==> src/csbu_pkg.sv <==
// Package for the compare, skip and branch unit
package csbu_pkg;
    // ------------------------------------------------------------
    // Operation codes
    // ------------------------------------------------------------
    typedef enum logic [3:0] {
        CSBU_OP_NONE                     = 4'h0,
        CSBU_OP_COMPARE_REGS             = 4'h1,
        CSBU_OP_COMPARE_REGS_WITH_CARRY  = 4'h2,
        CSBU_OP_COMPARE_IMMEDIATE        = 4'h3,
        CSBU_OP_SKIP_IF_REG_BIT_CLEAR    = 4'h4,
        CSBU_OP_SKIP_IF_REG_BIT_SET      = 4'h5,
        CSBU_OP_SKIP_IF_IO_BIT_CLEAR     = 4'h6,
        CSBU_OP_SKIP_IF_IO_BIT_SET       = 4'h7,
        CSBU_OP_BRANCH_IF_FLAG_SET       = 4'h8,
        CSBU_OP_BRANCH_IF_FLAG_CLEAR     = 4'h9,
        CSBU_OP_BRANCH_IF_EQUAL          = 4'ha,
        CSBU_OP_BRANCH_IF_NOT_EQUAL      = 4'hb,
        CSBU_OP_BRANCH_IF_CARRY_SET      = 4'hc,
        CSBU_OP_BRANCH_IF_CARRY_CLEAR    = 4'hd,
        CSBU_OP_BRANCH_IF_SAME_OR_HIGHER = 4'he
    } csbu_op_t;

    // ------------------------------------------------------------
    // Flag register bit positions
    // ------------------------------------------------------------
    localparam int CSBU_FLAG_C = 0;
    localparam int CSBU_FLAG_Z = 1;
    localparam int CSBU_FLAG_N = 2;
    localparam int CSBU_FLAG_V = 3;
    localparam int CSBU_FLAG_S = 4;
    localparam int CSBU_FLAG_H = 5;

    // ------------------------------------------------------------
    // Widths, reset values and counts
    // ------------------------------------------------------------
    localparam int         CSBU_PC_W        = 16;
    localparam int         CSBU_OFS_W       = 7;
    localparam logic [7:0] CSBU_FLAGS_RST   = 8'h00;
    localparam logic [15:0] CSBU_PC_RST     = 16'h0000;
    localparam logic [1:0] CSBU_SKIP_SHORT  = 2'h2;
    localparam logic [1:0] CSBU_SKIP_LONG   = 2'h3;
    localparam logic [1:0] CSBU_TAKEN_WAIT  = 2'h1;
endpackage

==> src/csbu_core.sv <==
// Compare, skip and conditional branch execution unit
`timescale 1ns/1ns
module csbu_core (
    // Clock and reset
    input  wire logic                              clk_in,
    input  wire logic                              rst_in,
    // Instruction issue
    input  wire logic                              issue_in,
    input  wire csbu_pkg::csbu_op_t                op_in,
    input  wire logic [7:0]                        reg_a_in,
    input  wire logic [7:0]                        reg_b_in,
    input  wire logic [7:0]                        imm_in,
    input  wire logic [7:0]                        io_in,
    input  wire logic [2:0]                        bit_sel_in,
    input  wire logic [csbu_pkg::CSBU_OFS_W-1:0]   offset_in,
    input  wire logic                              next_long_in,
    input  wire logic [csbu_pkg::CSBU_PC_W-1:0]    pc_in,
    // Flag register
    input  wire logic [7:0]                        flags_in,
    output logic [7:0]                             flags_out,
    output logic                                   flags_we_out,
    // Program counter and busy status
    output logic [csbu_pkg::CSBU_PC_W-1:0]         pc_out,
    output logic                                   pc_we_out,
    output logic                                   busy_out
);
    import csbu_pkg::*;

    // ------------------------------------------------------------
    // Helpers
    // ------------------------------------------------------------
    function automatic logic [CSBU_PC_W-1:0] sext_ofs(input logic [CSBU_OFS_W-1:0] o);
        sext_ofs = {{(CSBU_PC_W-CSBU_OFS_W){o[CSBU_OFS_W-1]}}, o};
    endfunction

    function automatic logic [CSBU_PC_W-1:0] pc_add(input logic [CSBU_PC_W-1:0] p,
                                                    input logic [1:0] n);
        pc_add = p + {{(CSBU_PC_W-2){1'b0}}, n};
    endfunction

    typedef enum logic [1:0] {
        CSBU_ST_IDLE = 2'b01,
        CSBU_ST_WAIT = 2'b10
    } csbu_state_t;

    csbu_state_t  state_r;
    logic [1:0]   wait_r;
    logic         is_cmp;
    logic         is_skip;
    logic         is_br;
    logic         cond;
    logic [7:0]   rhs;
    logic         borrow;
    logic         z_c;
    logic         n_c;
    logic         v_c;
    logic         c_c;
    logic         h_c;
    logic         go;

    // ------------------------------------------------------------
    // Decode and condition
    // ------------------------------------------------------------
    always_comb begin
        is_cmp  = 1'b0;
        is_skip = 1'b0;
        is_br   = 1'b0;
        cond    = 1'b0;
        rhs     = reg_b_in;
        borrow  = 1'b0;
        case (op_in)
            CSBU_OP_COMPARE_REGS: begin
                is_cmp = 1'b1;
            end
            CSBU_OP_COMPARE_REGS_WITH_CARRY: begin
                is_cmp = 1'b1;
                borrow = flags_in[CSBU_FLAG_C];
            end
            CSBU_OP_COMPARE_IMMEDIATE: begin
                is_cmp = 1'b1;
                rhs    = imm_in;
            end
            CSBU_OP_SKIP_IF_REG_BIT_CLEAR: begin
                is_skip = 1'b1;
                cond    = ~reg_a_in[bit_sel_in];
            end
            CSBU_OP_SKIP_IF_REG_BIT_SET: begin
                is_skip = 1'b1;
                cond    = reg_a_in[bit_sel_in];
            end
            CSBU_OP_SKIP_IF_IO_BIT_CLEAR: begin
                is_skip = 1'b1;
                cond    = ~io_in[bit_sel_in];
            end
            CSBU_OP_SKIP_IF_IO_BIT_SET: begin
                is_skip = 1'b1;
                cond    = io_in[bit_sel_in];
            end
            CSBU_OP_BRANCH_IF_FLAG_SET: begin
                is_br = 1'b1;
                cond  = flags_in[bit_sel_in];
            end
            CSBU_OP_BRANCH_IF_FLAG_CLEAR: begin
                is_br = 1'b1;
                cond  = ~flags_in[bit_sel_in];
            end
            CSBU_OP_BRANCH_IF_EQUAL: begin
                is_br = 1'b1;
                cond  = flags_in[CSBU_FLAG_Z];
            end
            CSBU_OP_BRANCH_IF_NOT_EQUAL: begin
                is_br = 1'b1;
                cond  = ~flags_in[CSBU_FLAG_Z];
            end
            CSBU_OP_BRANCH_IF_CARRY_SET: begin
                is_br = 1'b1;
                cond  = flags_in[CSBU_FLAG_C];
            end
            CSBU_OP_BRANCH_IF_CARRY_CLEAR,
            CSBU_OP_BRANCH_IF_SAME_OR_HIGHER: begin
                is_br = 1'b1;
                cond  = ~flags_in[CSBU_FLAG_C];
            end
            default: begin
                is_cmp = 1'b0;
            end
        endcase
    end

    assign go = issue_in && (state_r == CSBU_ST_IDLE);

    // ------------------------------------------------------------
    // Compare arithmetic
    // ------------------------------------------------------------
    csbu_flag_calc u_calc (
        .lhs_in     (reg_a_in),
        .rhs_in     (rhs),
        .borrow_in  (borrow),
        .chain_z_in (op_in == CSBU_OP_COMPARE_REGS_WITH_CARRY ? flags_in[CSBU_FLAG_Z] : 1'b1),
        .z_out      (z_c),
        .n_out      (n_c),
        .v_out      (v_c),
        .c_out      (c_c),
        .h_out      (h_c)
    );

    // ------------------------------------------------------------
    // Flag update, one cycle
    // ------------------------------------------------------------
    always_ff @(posedge clk_in or posedge rst_in) begin
        if (rst_in) begin
            flags_out    <= CSBU_FLAGS_RST;
            flags_we_out <= 1'b0;
        end else begin
            flags_we_out <= go && is_cmp;
            if (go && is_cmp) begin
                flags_out              <= flags_in;
                flags_out[CSBU_FLAG_Z] <= z_c;
                flags_out[CSBU_FLAG_N] <= n_c;
                flags_out[CSBU_FLAG_V] <= v_c;
                flags_out[CSBU_FLAG_C] <= c_c;
                flags_out[CSBU_FLAG_H] <= h_c;
                flags_out[CSBU_FLAG_S] <= n_c ^ v_c;
            end
        end
    end

    // ------------------------------------------------------------
    // Program counter update
    // ------------------------------------------------------------
    always_ff @(posedge clk_in or posedge rst_in) begin
        if (rst_in) begin
            pc_out    <= CSBU_PC_RST;
            pc_we_out <= 1'b0;
        end else begin
            pc_we_out <= go && cond && (is_skip || is_br);
            if (go && cond && is_skip) begin
                pc_out <= pc_add(pc_in, next_long_in ? CSBU_SKIP_LONG : CSBU_SKIP_SHORT);
            end else if (go && cond && is_br) begin
                pc_out <= pc_in + sext_ofs(offset_in) + {{(CSBU_PC_W-1){1'b0}}, 1'b1};
            end
        end
    end

    // ------------------------------------------------------------
    // Cycle count: extra wait cycles for taken skip or branch
    // ------------------------------------------------------------
    always_ff @(posedge clk_in or posedge rst_in) begin
        if (rst_in) begin
            state_r <= CSBU_ST_IDLE;
            wait_r  <= 2'h0;
        end else begin
            case (state_r)
                CSBU_ST_IDLE: begin
                    if (go && cond && is_br) begin
                        state_r <= CSBU_ST_WAIT;
                        wait_r  <= CSBU_TAKEN_WAIT;
                    end else if (go && cond && is_skip) begin
                        state_r <= CSBU_ST_WAIT;
                        wait_r  <= next_long_in ? 2'h2 : 2'h1;
                    end
                end
                CSBU_ST_WAIT: begin
                    wait_r <= wait_r - 2'h1;
                    if (wait_r == 2'h1) begin
                        state_r <= CSBU_ST_IDLE;
                    end
                end
                default: begin
                    state_r <= CSBU_ST_IDLE;
                end
            endcase
        end
    end

    assign busy_out = (state_r != CSBU_ST_IDLE);
endmodule

==> src/csbu_flag_calc.sv <==
// Subtract-and-flag calculator for compares
`timescale 1ns/1ns
module csbu_flag_calc (
    // Operands
    input  wire logic [7:0] lhs_in,
    input  wire logic [7:0] rhs_in,
    input  wire logic       borrow_in,
    input  wire logic       chain_z_in,
    // Flags
    output logic            z_out,
    output logic            n_out,
    output logic            v_out,
    output logic            c_out,
    output logic            h_out
);
    logic [7:0] diff;

    always_comb begin
        diff  = lhs_in - rhs_in - {7'h00, borrow_in};
        n_out = diff[7];
        z_out = (diff == 8'h00) && chain_z_in;
        c_out = (~lhs_in[7] & rhs_in[7]) | (rhs_in[7] & diff[7]) | (diff[7] & ~lhs_in[7]);
        h_out = (~lhs_in[3] & rhs_in[3]) | (rhs_in[3] & diff[3]) | (diff[3] & ~lhs_in[3]);
        v_out = (lhs_in[7] & ~rhs_in[7] & ~diff[7]) | (~lhs_in[7] & rhs_in[7] & diff[7]);
    end
endmodule

==> config.mk <==
export PLATFORM = sky130hd
export DESIGN_NAME = csbu_core
export DESIGN_NICKNAME = d
export VERILOG_FILES = /design/src/csbu_pkg.sv /design/src/csbu_core.sv /design/src/csbu_flag_calc.sv
export SDC_FILE = /design/constraint.sdc
export NUM_CORES = 1
export LEC_CHECK = 0
export BUFFER_PORTS_ARGS = -buffer_cell sky130_fd_sc_hd__buf_2
export CORE_MARGIN = 2
export CORE_UTILIZATION = 49
export DETAILED_ROUTE_END_ITERATION = 12
export HOLD_SLACK_MARGIN = 0.08
export PLACE_DENSITY = 0.81
export SYNTH_ARGS = -nofsm -noshare
export SYNTH_HDL_FRONTEND = slang
export SYNTH_HIERARCHICAL = 1
export SYNTH_SLANG_ARGS = --single-unit
==> constraint.sdc <==
create_clock -name clk_in -period 2.1 [get_ports clk_in]
set_input_delay 0.21 -clock clk_in [delete_from_list [all_inputs] [get_ports clk_in]]
set_output_delay 0.21 -clock clk_in [all_outputs]
set_load 0.005 [all_outputs]
==> results.py, run 1 <==
metrics = {
    "power_and_ir_drop": {
        "power_frac_comb": 0.577,
        "leakagePower_nw": 2.68,
        "pwr_density_cell_nw_per_um2": 656,
        "switching_share": 0.379,
        "clockPowerShare": 0.138,
        "ir_drop_mv": 0.609,
        "internal_power_mw": 2.21,
        "totalPowerFinal_mw": 3.55,
        "power_frac_seq": 0.284,
        "p_sw_mw": 1.35,
    },
    "setup_path": {
        "crit_path_max_incr_delay_ns": 0.34,
        "path_cells": "buf_6 -> nor3_4 -> buf_12 -> mux2_4 -> ha_4 -> inv_4 -> ha_4 -> nand4_1 -> a21oi_2 -> nor3b_4 -> xnor2_2 -> mux2_4 -> xnor2_2 -> o21ai_1",
        "required_ns": 2.31,
        "end_kind": "flop",
        "path_buf_inv": 3,
        "crit_type": "primary input to flop",
        "critPathSlowestCell": "mux2_4",
        "critPathTopFamily": "multiplexers",
        "crit_fanout": 8,
        "start_kind": "primary input",
        "arrival_ns": 2.78,
    },
    "placed_design": {
        "io_buffers": 100,
        "post-dp-hpwl_um": 8910,
        "placedCellCount": 705,
        "place_ws_ns": -0.880,
        "gp_congestion": 0.883,
    },
    "floorplan": {
        "coreArea_um2": 7180,
        "initial_core_util": 0.501,
        "die_x_um": 89.7,
        "die_y_um": 89.7,
        "dieArea_um2": 8040,
        "fp-row-count": 31,
        "pin_count": 101,
    },
    "cts": {
        "cts_made_buffers": 5,
        "clk_path_buf_depth": 2,
        "cts_root_buffer": "clkbuf_8",
        "worstSkewPairLatency_ns": 0.30,
        "cts_tree": "yes",
        "clkSlewWorstSetupHoldPaths_ns": 0.07,
        "cts_sinks": 30,
        "h-tree-depth": 2,
    },
    "outcome": {
        "violations": "negative setup slack",
        "status": "complete, but fails checks",
    },
    "grt": {
        "grtUsageMet2": 0.488,
        "grt_pass1_wl_um": 17800,
        "antenna_found_initial": 0,
        "grt.busiest_layer": "met2",
        "grt_pass1_vias": 3949,
        "grt_max_degree": 31,
        "grt_overflow": 0,
        "gr-usage-all-layers": 0.282,
        "grt_use_met3": 0.0475,
        "use_met1": 0.359,
    },
    "cells_and_area": {
        "diodes": 0,
        "multi_input_area_um2": 2960,
        "final_layout_size_suffix_gt1_frac": 0.454,
        "register_area_um2": 752,
        "finalNetCount": 734,
        "fin_cells": 723,
        "fillerInstances": 475,
        "area_delta_synth_final_pct": 50.6,
    },
    "sta": {
        "grt_setup_unrepaired": "yes",
        "fmax_ghz": 0.390,
        "period_needed_ns": 2.56,
        "slew_headroom": 0.672,
        "period_share": 1.22,
        "hold_viol_final": 0,
        "worst_slack_ns": -0.463,
        "slew_viol_final": 0,
        "worst_clock_skew_ns": 0.00706,
        "setup_viol": 11,
        "worst_slew_pin_slew_ns": 0.488,
    },
    "routing": {
        "viasPerCell": 5.60,
        "drt_first_pass_iters": 5,
        "wire_per_inst_um": 16.1,
        "drc": 0,
        "drt-total-wl_um": 11600,
        "drtAntennaViolNets": 0,
        "vias": 4049,
        "drt_iter0_markers": 244,
    },
    "synthesis": {
        "netlist_top_cells_area": "dfrtp_1 (20%), ha_1 (12%), nand2_1 (5.2%), xnor2_1 (5.1%), mux2i_1 (4.7%)",
        "async_flop_share": 1.00,
        "synth_adder_area_share": 0.135,
        "yosys.area.top_type_share": 0.202,
        "ys_types": 68,
        "synth_xor_area_frac": 0.0874,
        "synth_edf_count": 0,
        "syn_inst": 427,
        "syn-cell-area_um2": 3590,
        "yosysWarnings": 6,
        "synth_top_family_by_area": "simple AND/OR/NAND/NOR gates",
        "synth_nets": 538,
        "synth_compound_area_frac": 0.183,
        "synth_mux_area_frac": 0.133,
        "synth_area_per_cell_um2": 8.42,
        "synth-seq-area-share": 0.209,
        "synth_seq_cells": 30,
        "synth_area_leader_cell": "dfrtp_1",
        "synth-main-ff-cell": "dfrtp_1",
        "yosys.area_share.simple": 0.192,
    },
    "flow_run": {
        "maxCapViolations": 0,
    },
    "hold_path": {
        "hp-class": "primary input to flop",
    },
}
[Yosys cell counts, drive strengths merged, types with 7 or more instances]
cell and instances:
nand2 50, mux2 20, a21o 7, xnor2 22, o21ai 25, clkbuf 9
o21a 7, nor3 9, nand3 8, inv 42, dfrtp 29, nor2 26
xor2 13, a21oi 18, ha 34, mux2i 17
[stage by stage]
stage,area (um^2),TNS (ns),hold slack (ns),util
final,5420,-1.91,0.224,0.755
after detailed placement,5030,-10.61,0.295,0.701
after global routing,5420,-2.87,0.242,0.755
after CTS,5260,-1.40,0.230,0.733
after floorplan,3830,-4.07,0.300,-
after global placement,5030,-8.88,0.293,0.701
[worst paths after layout]
kind | startpoint | endpoint | slack (ns) | cells after the start
max | op_in[2] | flags_out[4] | -0.46 | 14
min | flags_in[7] | flags_out[7] | 0.22 | 4
max reg2reg | state_r[1] | pc_out[3] | -0.01 | 9
min reg2reg | flags_out[5] | flags_out[5] | 0.48 | 2
max in group asynchronous | rst_in | state_r[0] | 1.25 | 4
min in group asynchronous | rst_in | pc_out[14] | 0.54 | 4
[placed cells by master (no fill, tap or decap), drive strengths merged, types with 17 or more instances in the layout]
cell type | Yosys | layout
nand2 | 50 | 50
xnor2 | 22 | 22
buf | 2 | 198
mux2i | 17 | 17
nor2 | 26 | 26
a21oi | 18 | 18
mux2 | 20 | 20
inv | 42 | 42
ha | 34 | 34
dfrtp | 29 | 29
o21ai | 25 | 25
[kinds of logic after synthesis]
family,after synthesis
adder cells (fa/ha/maj),37
buffers and inverters,54
AO/OA/AOI/OAI,97
flip-flops,30
AND/OR/NAND/NOR,134
XOR/XNOR,35
multiplexers,40
[cell type report]
type                    count  share of cell area
flip-flops and latches     30               0.139
clock inverters             1            0.000924
inverters                  43              0.0326
repair buffers            199               0.240
well taps                  99              0.0229
multi-input cells         343               0.547
repair inverters            1             0.00162
clock buffers               7              0.0159
[flip-flops by register name, indices dropped and copies added, names as in the netlist]
signal / flops
wait_r: 2
flags_we_out: 1
pc_out: 16
state_r: 2
flags_out: 8
pc_we_out: 1
[repair_timing]
action | 4_1_cts | 5_1_grt
setup buffers | 4 | 5
pin swaps | 12 | 14
hold endpoints to repair | 29 | 0
setup endpoints to repair | 19 | 21
gates resized for setup | 25 | 26
hold buffers | 1 | 0
gates cloned | 0 | 1
[power groups by stage]
stage	Combinational, mW	Sequential (mW)	Clock [mW]
floorplan	1.07	0.990	0
global placement	1.78	0.992	0
detailed placement	1.86	0.997	0
CTS	1.92	0.994	0.488
global route	2.24	1.03	0.523
finish	2.05	1.01	0.491
[metal layers]
| metal | part of all wire | routed length [um] |
|---|---|---|
| met1 | 0.42 | 4910 |
| met2 | 0.50 | 5790 |
| met3 | 0.055 | 638 |
| met4 | 0.026 | 302 |
| met5 | 0 | 0 |
[worst reg2reg max path: stages (launching register included)]
cell,delay (ns)
dfrtp_1,0.37
inv_2,0.06
ha_4,0.15
nand4b_1,0.19
nor2_1,0.09
mux2_4,0.28
or2_4,0.28
nor2_8,0.17
clkinv_8,0.11
mux2_4,0.31
(Power assumes the default switching activity.)
==> run 2, diff against run 1 <==
--- a/config.mk
+++ b/config.mk
@@ -5,12 +5,15 @@
 export SDC_FILE = /design/constraint.sdc
 export NUM_CORES = 1
 export LEC_CHECK = 0
+export ABC_AREA = 1
 export BUFFER_PORTS_ARGS = -buffer_cell sky130_fd_sc_hd__buf_2
+export CORE_ASPECT_RATIO = 0.7
 export CORE_MARGIN = 2
 export CORE_UTILIZATION = 49
+export CTS_CLUSTER_SIZE = 24
 export DETAILED_ROUTE_END_ITERATION = 12
 export HOLD_SLACK_MARGIN = 0.08
-export PLACE_DENSITY = 0.81
+export PLACE_DENSITY = 0.8
 export SYNTH_ARGS = -nofsm -noshare
 export SYNTH_HDL_FRONTEND = slang
 export SYNTH_HIERARCHICAL = 1
==> results.py, run 2 <==
metrics = {
    "synthesis": {
        "syn-cell-area_um2": 3700,
        "netlist_top_cells_area": "dfrtp_1 (20%), nand2_1 (17%), ha_1 (11%), inv_1 (11%), nand3_1 (5.7%)",
        "async_flop_share": 1.00,
        "synth-seq-area-share": 0.203,
        "yosysWarnings": 6,
        "synth-main-ff-cell": "dfrtp_1",
        "synth_edf_count": 0,
        "synth.most_common_cell": "nand2_1",
        "synth_area_per_cell_um2": 6.51,
        "synth_area_leader_cell": "dfrtp_1",
        "yosys.area.top_type_share": 0.196,
        "synth_nets": 680,
        "syn_inst": 569,
        "synth_commonest_cells": "nand2_1 (166), inv_1 (104), nand3_1 (42)",
        "ys_types": 44,
        "synth_seq_cells": 30,
    },
    "cells_and_area": {
        "diodes": 0,
        "final_layout_size_suffix_gt1_frac": 0.315,
        "reg_top3": "pc_out x16, flags_out x8",
        "final_cell_mix": "nand2_1 (156), buf_2 (98), inv_1 (96), nand3_1 (41), buf_4 (36)",
        "fillerInstances": 632,
        "area_delta_synth_final_pct": 33.2,
        "multi_input_area_um2": 2700,
        "regMostFlops": "pc_out",
        "design_area_um2": 4930,
        "final_common_cell": "nand2_1",
        "largest_reg_flops": 16,
        "register_area_um2": 752,
        "fin_util": 0.674,
        "finalNetCount": 819,
    },
    "cts": {
        "h-tree-depth": 2,
        "worstSkewPairLatency_ns": 0.28,
        "cts_sinks": 30,
        "clk_path_buf_depth": 2,
        "cts_root_buffer": "clkbuf_8",
        "clkSlewWorstSetupHoldPaths_ns": 0.07,
        "cts_made_buffers": 5,
        "cts_tree": "yes",
    },
    "sta": {
        "worst_slew_pin_slew_ns": 0.371,
        "setup_viol": 5,
        "worst_clock_skew_ns": 0.0110,
        "hold_viol_final": 0,
        "grt_setup_unrepaired": "yes",
        "setup-tns-final_ns": -0.643,
        "period_needed_ns": 2.29,
        "worst_slack_ns": -0.194,
        "slew_headroom": 0.751,
        "hold_slack_ns": 0.246,
        "slew_viol_final": 0,
        "fmax_ghz": 0.436,
        "period_share": 1.09,
    },
    "routing": {
        "drt_first_pass_iters": 5,
        "wire_per_inst_um": 14.5,
        "drt-total-wl_um": 11700,
        "vias": 4231,
        "drt_iter0_markers": 255,
        "drc": 0,
        "drtAntennaViolNets": 0,
        "viasPerCell": 5.24,
    },
    "floorplan": {
        "fp-row-count": 26,
        "pin_count": 101,
        "die_x_um": 108,
        "dieArea_um2": 8280,
        "coreArea_um2": 7320,
        "initial_core_util": 0.506,
        "die_y_um": 76.7,
    },
    "grt": {
        "gr-usage-all-layers": 0.290,
        "antenna_found_initial": 0,
        "grt_overflow": 0,
        "grt_pass1_vias": 4035,
        "grt_pass1_wl_um": 19400,
        "grt_max_degree": 31,
    },
    "setup_path": {
        "crit_fanout": 7,
        "regToRegEndpoint": "pc_out[13]",
        "crit_type": "primary input to flop",
        "r2r_slack_ns": 0.13,
        "required_ns": 2.26,
        "reg2reg_from": "state_r[0]",
        "arrival_ns": 2.45,
        "start_kind": "primary input",
        "end_kind": "flop",
        "r2r_cells": 7,
    },
    "placed_design": {
        "io_buffers": 100,
        "post-dp-hpwl_um": 9500,
        "dpl-instance-area_um2": 4660,
        "place_ws_ns": -0.445,
        "gp_congestion": 0.954,
    },
    "hold_path": {
        "min_from": "flags_in[6]",
        "holdPathEnd": "flags_out[6]",
        "hp-class": "primary input to flop",
        "whs_path_depth": 3,
    },
    "flow_run": {
        "maxCapViolations": 0,
    },
    "outcome": {
        "violations": "negative setup slack",
        "status": "complete, but fails checks",
    },
    "power_and_ir_drop": {
        "leakagePower_nw": 2.77,
        "ir_drop_mv": 0.731,
        "pwr_density_cell_nw_per_um2": 690,
    },
}
[run 2: cell count changes in the layout (fill, tap and decap cells not counted), moves of 12 or more]
cell / change
buf_4: -59
xnor2_1: -12
nand3_1: +33
mux2i_1: -17
inv_1: +62
nand2_1: +108
[run 2: what timing repair did]
action / CTS / global route
hold buffers: 1 / 0
buffers inserted: 7 / 0
setup endpoints to repair: 3 / 7
gates resized for setup: 17 / 7
hold endpoints to repair: 29 / 0
pin swaps: 20 / 8
[run 2: critical path, stage by stage]
cell and delay [ns]:
buf_8 0.10, nor2_4 0.15, buf_12 0.12, nand2_8 0.08, mux2_4 0.21, inv_2 0.04
fa_2 0.41, ha_4 0.29, nand2_2 0.06, nand3_2 0.08, nand3_2 0.09, nand3b_1 0.18
nand2_4 0.09, nand2_2 0.08, nand2_2 0.06, xnor2_1 0.15, o21ai_1 0.07
[run 2: how the worst max path moves through the flow]
stage | cells past startpoint | slack (ns) | endpoint | startpoint
detailed placement | 18 | -0.45 | flags_out[4] | op_in[0]
floorplan | 17 | -0.11 | flags_out[4] | op_in[0]
finish | 17 | -0.19 | flags_out[4] | op_in[2]
CTS | 17 | -0.09 | flags_out[4] | op_in[3]
global route | 17 | -0.26 | flags_out[1] | op_in[2]
global placement | 17 | -0.29 | flags_out[4] | op_in[2]
[run 2: routing by layer]
metal	part of all wire	up-vias	global-route usage
met5	0	-	0
met4	0.014	0	0.0603
met3	0.079	18	0.0332
met1	0.48	1928	0.445
li1	-	2105	-
met2	0.43	180	0.435
[run 2: layout make-up]
type / instances / area share
Inverter: 108 / 0.0834
Multi-Input combinational cell: 423 / 0.547
Timing Repair Buffer: 140 / 0.170
Sequential cell: 30 / 0.152
Clock buffer: 5 / 0.0139
Clock inverter: 3 / 0.00811
Tap cell: 98 / 0.0248
[run 2: report_power, final]
part | switching, mW | total, mW | internal [mW]
Sequential | 0.155 | 0.999 | 0.845
Clock | 0.209 | 0.558 | 0.349
Combinational | 1.05 | 1.85 | 0.793
[run 2: per-stage QoR]
step	instances	power, mW
floorplan	569	2.06
global placement	791	2.67
detailed placement	791	2.74
global route	807	3.68
finish	807	3.40
CTS	807	3.37
[run 2: kinds of logic (layout without fill, tap and decap cells)]
logic type	Yosys count	count (layout)	synth area share
buffers and inverters	116	256	0.128
AO/OA/AOI/OAI	86	86	0.148
multiplexers	8	8	0.0243
flip-flops	30	30	0.203
XOR/XNOR	18	18	0.0426
AND/OR/NAND/NOR	274	274	0.323
adder cells (fa/ha/maj)	37	37	0.131
